### src/efa_pkg.sv
// Constants, types and size arithmetic for the packet buffer allocator.
package efa_pkg;

  // ----------------------------------------
  // Clock and timing
  // ----------------------------------------
  localparam int CLK_NS = 100;
  localparam int SOFTWARE_RESET_TIMEOUT_FLAG_NS = 10000;
  localparam int SOFTWARE_RESET_TIMEOUT_FLAG_CYC = (SOFTWARE_RESET_TIMEOUT_FLAG_NS + CLK_NS - 1) / CLK_NS;

  // ----------------------------------------
  // Register offsets and fields
  // ----------------------------------------
  localparam logic [7:0] HWCFG_OFS = 8'h74;
  localparam logic [7:0] RXCTL_OFS = 8'h78;
  localparam logic [7:0] ALLOC_OFS = 8'h90;
  localparam logic [7:0] RXSTS_OFS = 8'h94;
  localparam logic [7:0] DROP_OFS = 8'h98;
  localparam logic [7:0] ERR_OFS = 8'h9c;
  localparam int HW_KEEP_LO = 28;
  localparam int HW_MBO = 20;
  localparam int HW_SZ_LO = 16;
  localparam int HW_TO = 1;
  localparam int HW_SOFTWARE_RESET_TRIGGER = 0;
  localparam int RX_SKIP = 31;
  localparam logic [1:0] KEEP_RST = 2'h0;
  localparam logic [3:0] TX_SZ_RST = 4'h5;
  localparam logic [3:0] TX_SZ_MIN = 4'h2;
  localparam logic [3:0] TX_SZ_MAX = 4'he;

  // ----------------------------------------
  // Memory split and side buffers
  // ----------------------------------------
  localparam int KB_BYTES = 1024;
  localparam int MEM_BYTES = 16384;
  localparam int TXS_BYTES = 512;
  localparam int TXS_WORDS = 128;
  localparam int RXS_DIV = 16;
  localparam int RXD_FULL_MARGIN = 4;
  localparam int MIL_TX_BYTES = 2048;
  localparam int MIL_TX_WORDS = MIL_TX_BYTES / 4;
  localparam int MIL_TX_FRAMES = 2;
  localparam int MIL_RX_BYTES = 128;
  localparam int MIL_RX_WORDS = MIL_RX_BYTES / 4;
  localparam int MIL_RX_AW = 5;
  localparam int MIL_RX_DW = 33;

  typedef enum logic [1:0] {SR_IDLE, SR_WAIT, SR_GO} efa_sr_t;

  // Reserved encodings are clamped so the split never underflows.
  function automatic logic [15:0] efa_tx_total(input logic [3:0] sz);
    logic [3:0] c;
    c = (sz < TX_SZ_MIN) ? TX_SZ_MIN : (sz > TX_SZ_MAX) ? TX_SZ_MAX : sz;
    return 16'(int'(c) * KB_BYTES);
  endfunction : efa_tx_total

  function automatic logic [15:0] efa_rx_total(input logic [3:0] sz);
    return 16'(MEM_BYTES - int'(efa_tx_total(sz)));
  endfunction : efa_rx_total

  function automatic logic [15:0] efa_rx_status(input logic [3:0] sz);
    return 16'(int'(efa_rx_total(sz)) / RXS_DIV);
  endfunction : efa_rx_status

endpackage : efa_pkg

### src/efa_mem_if.sv
// Port bundle between the allocator and its receive side-buffer memory.
interface efa_mem_if;
  import efa_pkg::*;
  logic we;
  logic [MIL_RX_AW-1:0] waddr;
  logic [MIL_RX_DW-1:0] wdata;
  logic [MIL_RX_AW-1:0] raddr;
  logic [MIL_RX_DW-1:0] rdata;
  modport ctl (output we, output waddr, output wdata, output raddr, input rdata);
  modport ram (input we, input waddr, input wdata, input raddr, output rdata);
endinterface : efa_mem_if

### src/efa_mil_ram.sv
// Receive side-buffer memory with registered read data.
module efa_mil_ram
  import efa_pkg::*;
(
  // Clock
  input wire logic mclk,
  // Memory port
  efa_mem_if.ram m
);

  logic [MIL_RX_DW-1:0] mem [MIL_RX_WORDS];

  always_ff @(posedge mclk) begin
    if (m.we) begin
      mem[m.waddr] <= m.wdata;
    end
  end

  always_ff @(posedge mclk) begin
    m.rdata <= mem[m.raddr];
  end

endmodule : efa_mil_ram

### src/efa_alloc.sv
// Packet buffer allocator with side buffers, frame skip and software reset.
//
// Chosen here: the plain strobed port.
module efa_alloc
  import efa_pkg::*;
(
  // Clock and reset
  input wire logic mclk,
  input wire logic rst,
  // Register port
  input wire logic [7:0] reg_addr,
  input wire logic [31:0] reg_wdata,
  input wire logic reg_wr,
  input wire logic reg_rd,
  output logic [31:0] reg_rdata,
  // PHY and MAC status
  input wire logic phy_clk_ok,
  input wire logic mac_tx_err,
  input wire logic mac_rx_err,
  output logic mac_csr_reset,
  // MAC receive stream
  input wire logic mac_rx_valid,
  input wire logic [31:0] mac_rx_data,
  input wire logic mac_rx_last,
  // Receive data memory side
  output logic rxd_push,
  output logic [31:0] rxd_wdata,
  output logic rxd_wlast,
  input wire logic rxd_drain,
  input wire logic rxd_drain_last,
  output logic rxd_skip,
  // Transmit path
  input wire logic txd_valid,
  input wire logic txd_last,
  output logic txd_pop,
  input wire logic mac_tx_rd,
  input wire logic mac_tx_rd_last,
  output logic mil_tx_avail,
  // Configuration outputs
  output logic [15:0] tx_data_bytes,
  output logic [15:0] rx_data_bytes,
  output logic [15:0] rx_status_bytes,
  output logic [1:0] keep_bits
);

  efa_mem_if mem ();

  efa_mil_ram u_ram (
    .mclk(mclk),
    .m(mem.ram)
  );

  logic ok_s1_ff, ok_s2_ff, armed_ff, skip_ff, to_ff, mbo_ff;
  logic [3:0] sz_ff;
  logic [1:0] keep_ff, err_ff;
  logic [15:0] drop_ff;
  efa_sr_t sr_ff;
  logic [7:0] tmr_ff;
  logic [MIL_RX_AW:0] rcnt_ff;
  logic [MIL_RX_AW-1:0] wptr_ff, rptr_ff;
  logic in_frm_ff, disc_ff, ovr_ff;
  logic [15:0] used_ff;
  logic [9:0] txw_ff;
  logic [1:0] txf_ff;
  logic [31:0] rdata_ff;
  logic wr_ok, software_reset_trigger_go, rxd_full, sof, start_disc, mil_full, acc, overrun, rd_go, tpop;
  logic [15:0] thr;

  // ----------------------------------------
  // Register port
  // ----------------------------------------
  // write gate
  assign wr_ok = reg_wr && armed_ff;
  assign software_reset_trigger_go = (sr_ff == SR_GO);

  always_ff @(posedge mclk or posedge rst) begin
    if (rst) begin
      ok_s1_ff <= 1'b0;
      ok_s2_ff <= 1'b0;
    end else begin
      ok_s1_ff <= phy_clk_ok;
      ok_s2_ff <= ok_s1_ff;
    end
  end

  // A soft reset counts as a reset, so the host must read again first.
  always_ff @(posedge mclk or posedge rst) begin
    if (rst) begin
      armed_ff <= 1'b0;
    end else if (software_reset_trigger_go) begin
      armed_ff <= 1'b0;
    end else if (reg_rd) begin
      armed_ff <= 1'b1;
    end
  end

  always_ff @(posedge mclk or posedge rst) begin
    if (rst) begin
      keep_ff <= KEEP_RST;
      sz_ff <= TX_SZ_RST;
      mbo_ff <= 1'b0;
    end else if (software_reset_trigger_go) begin
      sz_ff <= TX_SZ_RST;
      mbo_ff <= 1'b0;
    end else if (wr_ok && reg_addr == HWCFG_OFS) begin
      keep_ff <= reg_wdata[HW_KEEP_LO+:2];
      sz_ff <= reg_wdata[HW_SZ_LO+:4];
      mbo_ff <= reg_wdata[HW_MBO];
    end
  end

  always_ff @(posedge mclk or posedge rst) begin
    if (rst) begin
      sr_ff <= SR_IDLE;
      tmr_ff <= 8'h00;
      to_ff <= 1'b0;
    end else begin
      case (sr_ff)
        SR_IDLE: begin
          tmr_ff <= 8'h00;
          if (wr_ok && reg_addr == HWCFG_OFS && reg_wdata[HW_SOFTWARE_RESET_TRIGGER]) begin
            sr_ff <= SR_WAIT;
          end
        end
        SR_WAIT: begin
          tmr_ff <= tmr_ff + 8'h01;
          if (ok_s2_ff) begin
            sr_ff <= SR_GO;
          end else if (tmr_ff == 8'(SOFTWARE_RESET_TIMEOUT_FLAG_CYC - 1)) begin
            to_ff <= 1'b1;
            sr_ff <= SR_IDLE;
          end
        end
        SR_GO: begin
          to_ff <= 1'b0;
          sr_ff <= SR_IDLE;
        end
        default: sr_ff <= SR_IDLE;
      endcase
    end
  end

  always_ff @(posedge mclk or posedge rst) begin
    if (rst) begin
      mac_csr_reset <= 1'b0;
    end else begin
      mac_csr_reset <= software_reset_trigger_go;
    end
  end

  always_ff @(posedge mclk or posedge rst) begin
    if (rst) begin
      err_ff <= 2'h0;
    end else if (software_reset_trigger_go) begin
      err_ff <= 2'h0;
    end else begin
      err_ff <= err_ff | {mac_rx_err, mac_tx_err};
    end
  end

  // skip held until frame end drained
  always_ff @(posedge mclk or posedge rst) begin
    if (rst) begin
      skip_ff <= 1'b0;
    end else if (software_reset_trigger_go) begin
      skip_ff <= 1'b0;
    end else if (wr_ok && reg_addr == RXCTL_OFS && reg_wdata[RX_SKIP]) begin
      // A new request in the cycle the old skip ends wins, so it is never lost.
      skip_ff <= 1'b1;
    end else if (skip_ff && rxd_drain && rxd_drain_last) begin
      skip_ff <= 1'b0;
    end
  end

  // side buffer levels have no register
  always_ff @(posedge mclk or posedge rst) begin
    if (rst) begin
      rdata_ff <= 32'h0;
    end else if (!reg_rd) begin
      rdata_ff <= 32'h0;
    end else begin
      case (reg_addr)
        HWCFG_OFS: rdata_ff <= {2'h0, keep_ff, 7'h0, mbo_ff, sz_ff, 14'h0, to_ff, sr_ff != SR_IDLE};
        RXCTL_OFS: rdata_ff <= {skip_ff, 31'h0};
        ALLOC_OFS: rdata_ff <= {rx_data_bytes, tx_data_bytes};
        RXSTS_OFS: rdata_ff <= {16'h0, rx_status_bytes};
        DROP_OFS: rdata_ff <= {16'h0, drop_ff};
        ERR_OFS: rdata_ff <= {30'h0, err_ff};
        default: rdata_ff <= 32'h0;
      endcase
    end
  end

  // ----------------------------------------
  // Memory split
  // ----------------------------------------
  // size sets totals
  // status fixed, data the rest; receive split
  always_ff @(posedge mclk or posedge rst) begin
    if (rst) begin
      tx_data_bytes <= 16'h0;
      rx_data_bytes <= 16'h0;
      rx_status_bytes <= 16'h0;
    end else begin
      tx_data_bytes <= 16'(int'(efa_tx_total(sz_ff)) - TXS_BYTES);
      rx_data_bytes <= efa_rx_total(sz_ff) - efa_rx_status(sz_ff);
      rx_status_bytes <= efa_rx_status(sz_ff);
    end
  end

  assign thr = 16'(int'(rx_data_bytes >> 2) - RXD_FULL_MARGIN);
  assign rxd_full = (used_ff >= thr);

  // ----------------------------------------
  // Receive side buffer
  // ----------------------------------------
  assign sof = mac_rx_valid && !in_frm_ff;
  assign start_disc = sof && ovr_ff && rxd_full;
  assign mil_full = (rcnt_ff == (MIL_RX_AW+1)'(MIL_RX_WORDS));
  assign acc = mac_rx_valid && !disc_ff && !start_disc && !mil_full;
  assign overrun = mac_rx_valid && !disc_ff && !start_disc && mil_full;
  assign rd_go = (rcnt_ff != '0) && !rxd_full;

  assign mem.we = acc;
  assign mem.waddr = wptr_ff;
  assign mem.wdata = {mac_rx_last, mac_rx_data};
  assign mem.raddr = rptr_ff;
  assign rxd_wdata = mem.rdata[31:0];
  assign rxd_wlast = mem.rdata[32];

  always_ff @(posedge mclk or posedge rst) begin
    if (rst) begin
      wptr_ff <= '0;
      rptr_ff <= '0;
      rcnt_ff <= '0;
      rxd_push <= 1'b0;
    end else if (software_reset_trigger_go) begin
      wptr_ff <= '0;
      rptr_ff <= '0;
      rcnt_ff <= '0;
      rxd_push <= 1'b0;
    end else begin
      wptr_ff <= wptr_ff + MIL_RX_AW'(acc);
      rptr_ff <= rptr_ff + MIL_RX_AW'(rd_go);
      rcnt_ff <= rcnt_ff + (MIL_RX_AW+1)'(acc) - (MIL_RX_AW+1)'(rd_go);
      rxd_push <= rd_go;
    end
  end

  always_ff @(posedge mclk or posedge rst) begin
    if (rst) begin
      in_frm_ff <= 1'b0;
      disc_ff <= 1'b0;
      ovr_ff <= 1'b0;
      drop_ff <= 16'h0;
    end else if (software_reset_trigger_go) begin
      in_frm_ff <= 1'b0;
      disc_ff <= 1'b0;
      ovr_ff <= 1'b0;
      drop_ff <= 16'h0;
    end else begin
      if (mac_rx_valid) begin
        in_frm_ff <= !mac_rx_last;
        disc_ff <= !mac_rx_last && (disc_ff || overrun || start_disc);
      end
      if (overrun) begin
        ovr_ff <= 1'b1;
      end else if (sof && !rxd_full) begin
        ovr_ff <= 1'b0;
      end
      if (overrun || start_disc) begin
        drop_ff <= drop_ff + 16'h1;
      end
    end
  end

  always_ff @(posedge mclk or posedge rst) begin
    if (rst) begin
      used_ff <= 16'h0;
    end else if (software_reset_trigger_go) begin
      used_ff <= 16'h0;
    end else begin
      used_ff <= used_ff + 16'(rd_go) - 16'(rxd_drain);
    end
  end

  // ----------------------------------------
  // Transmit side buffer
  // ----------------------------------------
  // commands and payload alike
  // refill as space frees, two frames max
  assign tpop = txd_valid && !txd_pop && (txw_ff < 10'(MIL_TX_WORDS)) && (txf_ff < 2'(MIL_TX_FRAMES));

  always_ff @(posedge mclk or posedge rst) begin
    if (rst) begin
      txd_pop <= 1'b0;
      txw_ff <= 10'h0;
      txf_ff <= 2'h0;
      mil_tx_avail <= 1'b0;
    end else if (software_reset_trigger_go) begin
      txd_pop <= 1'b0;
      txw_ff <= 10'h0;
      txf_ff <= 2'h0;
      mil_tx_avail <= 1'b0;
    end else begin
      txd_pop <= tpop;
      txw_ff <= txw_ff + 10'(tpop) - 10'(mac_tx_rd);
      txf_ff <= txf_ff + 2'(tpop && txd_last) - 2'(mac_tx_rd && mac_tx_rd_last);
      mil_tx_avail <= (txw_ff + 10'(tpop) - 10'(mac_tx_rd)) != 10'h0;
    end
  end

  assign reg_rdata = rdata_ff;
  assign rxd_skip = skip_ff;
  assign keep_bits = keep_ff;
endmodule : efa_alloc

### config.mk
export PLATFORM = sky130hd
export DESIGN_NAME = efa_alloc
export DESIGN_NICKNAME = d
export VERILOG_FILES = /design/src/efa_pkg.sv /design/src/efa_mem_if.sv /design/src/efa_mil_ram.sv /design/src/efa_alloc.sv
export SDC_FILE = /design/constraint.sdc
export NUM_CORES = 1
export LEC_CHECK = 0
export BUFFER_PORTS_ARGS = -buffer_cell sky130_fd_sc_hd__buf_4
export CORE_MARGIN = 1.5
export CORE_UTILIZATION = 49
export DETAILED_ROUTE_END_ITERATION = 6
export HOLD_SLACK_MARGIN = 0.08
export PLACE_DENSITY = 0.64
export RECOVER_POWER = 25
export SETUP_SLACK_MARGIN = 0.02
export SLEW_MARGIN = 20
export SYNTH_ARGS = -nofsm -noshare
export SYNTH_HDL_FRONTEND = slang
export SYNTH_SLANG_ARGS = --single-unit
### constraint.sdc
create_clock -name mclk -period 6.8 [get_ports mclk]
set_input_delay 1.02 -clock mclk [delete_from_list [all_inputs] [get_ports mclk]]
set_output_delay 1.02 -clock mclk [all_outputs]
set_load 0.005 [all_outputs]
==> metrics.md <==
| Metric | Value |
|---|---|
| Post-layout instance count excluding filler cells | 3983 |
| Starting Density | 49.37% |
| Flop2flop setup slack | 1.75 ns |
| H-tree depth | 3 |
| CTS resizes | 0 |
| Final hold slack | 0.3722 ns |
| CP arrival | 5.69 ns |
| Delay-heaviest family, CP | compound AO/OA/AOI/OAI gates |
| Most frequent cells in the layout | edfxtp_1 (1056), mux4_2 (325), buf_4 (171) |
| Max VDD drop | 0.3268 mV |
| Max Cap Viol | 3 |
| Main synth FF type | edfxtp_1 |
| Synthesis-to-layout area growth | 14.18% |
| DR vias/cell | 5.943 |
| Ys Warns | 0 |
| HP Start | ok_s1_ff$_DFF_PP0_ |
| Antenna viol nets, final | 0 |
| Period Utilization, post-route | 74.28% |
| HPWL after DPL | 61260 um |
| Clock root cell | clkbuf_16 |
| First-pass GRT wire length | 160200 um |
| Hold path depth | 0 |
| Num ports | 207 |
| Slew headroom | -2.986% |
| CTS tree | yes |
| Placed instance count | 3757 |
| Core Area | 98280 um^2 |
| Worst-Margin Slew | 1.545 ns |
| Mapped Area | 48510 um^2 |
| Worst-case reg-to-reg path depth | 18 |
| Register area share after synthesis | 74.05% |
| Delay of the slowest critical-path stage | 0.45 ns |
| CTS Buffer Depth | 3 |
| CP max stage cell | nor4_1 |
| Worst-Skew Late Latency | 0.73 ns |
| IO buf count | 156 |
| Worst clock skew | 0.02826 ns |
| Slew Limit Fails | 65 |
| Max FO, Critical Path | 6 |
| Fraction of registers with async set/reset | 11.54% |
| Die height | 317.7 um |
| R2R Path End | used_ff[14]$_DFF_PP0_ |
| Status | finished, violations left |
| Bufs and invs on worst path | 0 |
| GRT Residual Overflow | 0 |
| P_leak | 18.63 nW |
| Final setup vio count | 0 |
| Antenna violations before repair | 5 |
| Crit start category | flop |
| Die Width | 317.7 um |
| Final net count | 2741 |
| Min Tclk post-route | 5.051 ns |
| GP Congestion | 0.8042 |
| Netlist cell types | 72 |
| Required @ worst endpoint | 7.44 ns |
| Hold Vio Cnt, Final | 0 |
| DRT iter0 DRCs | 2492 |
| Total wire length | 107900 um |
| Power Density | 413.4 nW/um^2 |
| Vias post-DR | 23.67k |
| Clk slew on worst S/H paths | 0.07 ns |
| EDFF count, synth | 1056 |
| Kind of end point of the critical path | flop |
| Post-Synthesis Mean Instance Area | 20.40 um^2 |
| Setup Buffers After CTS | 0 |
| CTS Sinks | 1231 |
| FP Rows | 115 |
| CTS Hold Buffers Added | 0 |
| Most common cell after layout, fill and taps aside | edfxtp_1 |
| Crit Path Category | flop to flop |
| Setup TNS | 0 ns |
| Wire per inst | 27.10 um |
| Layout cell share with drive strength beyond 1 | 28.98% |
| CTS buffer count | 120 |
| R2r startpoint | rx_data_bytes[11]$_DFF_PP0_ |
| Drc violations | 0 |
| Router iterations before antenna repair | 5 |
| Min-delay worst type | flop to flop |
| CP cell instances | nor4_1 > nand2_1 > nor4_1 > xnor2_1 > ha_1 > a21oi_1 > o21ai_1 > o21bai_1 > a31o_2 > xnor2_1 > ha_1 > fa_1 > a211oi_1 > o21bai_1 > a21o_1 > a311o_1 > o31ai_1 > mux2i_1 |
| #FFs+latches synth | 1231 |
| Unrepaired setup endpoints after global routing | no |
| GRT Resource Usage Total | 21.52% |
| Failing checks | capacitance limit, slew limit |
| Max Freq | 198.0 MHz |
| Pin count of the biggest net entering global routing | 106 |
| Die Area | 100900 um^2 |
| Filler cells | 7270 |
| Hold endpoint | ok_s2_ff$_DFF_PP0_ |
| Syn Inst Count | 2378 |
| Vias in the first global route | 24.71k |
Yosys cell counts, types with 9 or more instances:
master / instances / share of area [%]
nand2_1: 65 / 0.50
nor2b_1: 16 / 0.21
inv_1: 44 / 0.34
nand3_1: 21 / 0.22
a21oi_1: 43 / 0.44
nand4_1: 9 / 0.12
clkbuf_1: 64 / 0.50
o21ai_0: 22 / 0.23
dfrtp_1: 140 / 7.2
xor2_1: 19 / 0.34
buf_2: 18 / 0.19
dfxtp_1: 33 / 1.4
o21ai_1: 13 / 0.13
buf_4: 41 / 0.63
edfxtp_1: 1056 / 65
a22oi_1: 10 / 0.15
mux4_2: 325 / 15
nor2_1: 114 / 0.88
mux2i_1: 19 / 0.39
mux2_2: 33 / 0.77
buf_1: 9 / 0.070
xnor2_1: 26 / 0.47
and3_1: 18 / 0.23
nor3_1: 14 / 0.14
ha_1: 58 / 1.5
through the flow:
stage / total power [mW] / util, % / cell area (um^2) / setup slack [ns]
finish: 22.90 / 56.37 / 55400 / 1.749
CTS: 23.15 / 56.42 / 55440 / 1.774
detailed placement: 16.33 / 52.26 / 51360 / 1.819
floorplan: 14.23 / - / 48610 / 1.974
global route: 23.94 / 56.37 / 55390 / 1.350
global placement: 16.17 / 52.26 / 51360 / 1.844
worst max path at each step:
stage                           startpoint                     endpoint  slack (ns)  depth (start not counted)
2_1_floorplan                          rst         armed_ff$_DFFE_PP0P_        1.97                          1
3_3_place_gp   rx_data_bytes[10]$_DFF_PP0_  u_ram.mem[29][23]$_DFFE_PP_        1.84                         11
3_5_place_dp   rx_data_bytes[11]$_DFF_PP0_  u_ram.mem[29][23]$_DFFE_PP_        1.82                         12
4_1_cts        rx_data_bytes[11]$_DFF_PP0_        used_ff[14]$_DFF_PP0_        1.77                         18
5_1_grt        rx_data_bytes[10]$_DFF_PP0_        used_ff[14]$_DFF_PP0_        1.35                         18
6_report       rx_data_bytes[11]$_DFF_PP0_        used_ff[14]$_DFF_PP0_        1.75                         18
layer usage:
layer / track usage (%) / wire length [um] / up-vias
met5: 0 / 24 / -
met4: 6.026 / 2504 / 4
met3: 3.719 / 6646 / 174
met2: 35.18 / 53730 / 830
met1: 30.12 / 45030 / 12620
li1: - / - / 10050
area by class of cell:
class	count	area (um^2)	area share, %
inverter	48	185.2	0.3343
clock buffer	137	3117	5.626
antenna	1	2.502	0.004517
sequential	1231	35940	64.88
tap	1287	1610	2.907
multi-input combinational	990	12060	21.78
timing repair buffer	202	1509	2.724
clock inverter	87	965.9	1.744
cells by family after synthesis:
logic type	after synthesis	share of synthesized area, %
flops	1231	74.05
xor+xnor	45	0.8124
fa+ha+maj	61	1.620
compound gates	159	2.166
simple gates	318	3.214
buf+inv	183	1.826
other cells	2	0.01548
mux	379	16.29
registers in the layout, indices dropped and copies added (netlist names), 2 cells and up:
name,count
drop_ff,16
sr_ff,2
tx_data_bytes,6
rcnt_ff,6
used_ff,16
sz_ff,4
u_ram.mem,1056
keep_bits,2
rx_status_bytes,5
txw_ff,10
err_ff,2
txf_ff,2
mem.raddr,5
rx_data_bytes,9
tmr_ff,8
u_ram.m.rdata,33
reg_rdata,31
mem.waddr,5
where the power goes:
part           internal (mW)  total [mW]  leakage, nW  switching [mW]
Combinational           3.27        6.67         5.08            3.40
Sequential              8.95        9.44         11.6           0.491
Clock                   3.94        6.80         1.99            2.86
Power figures use the tool's default switching activity.
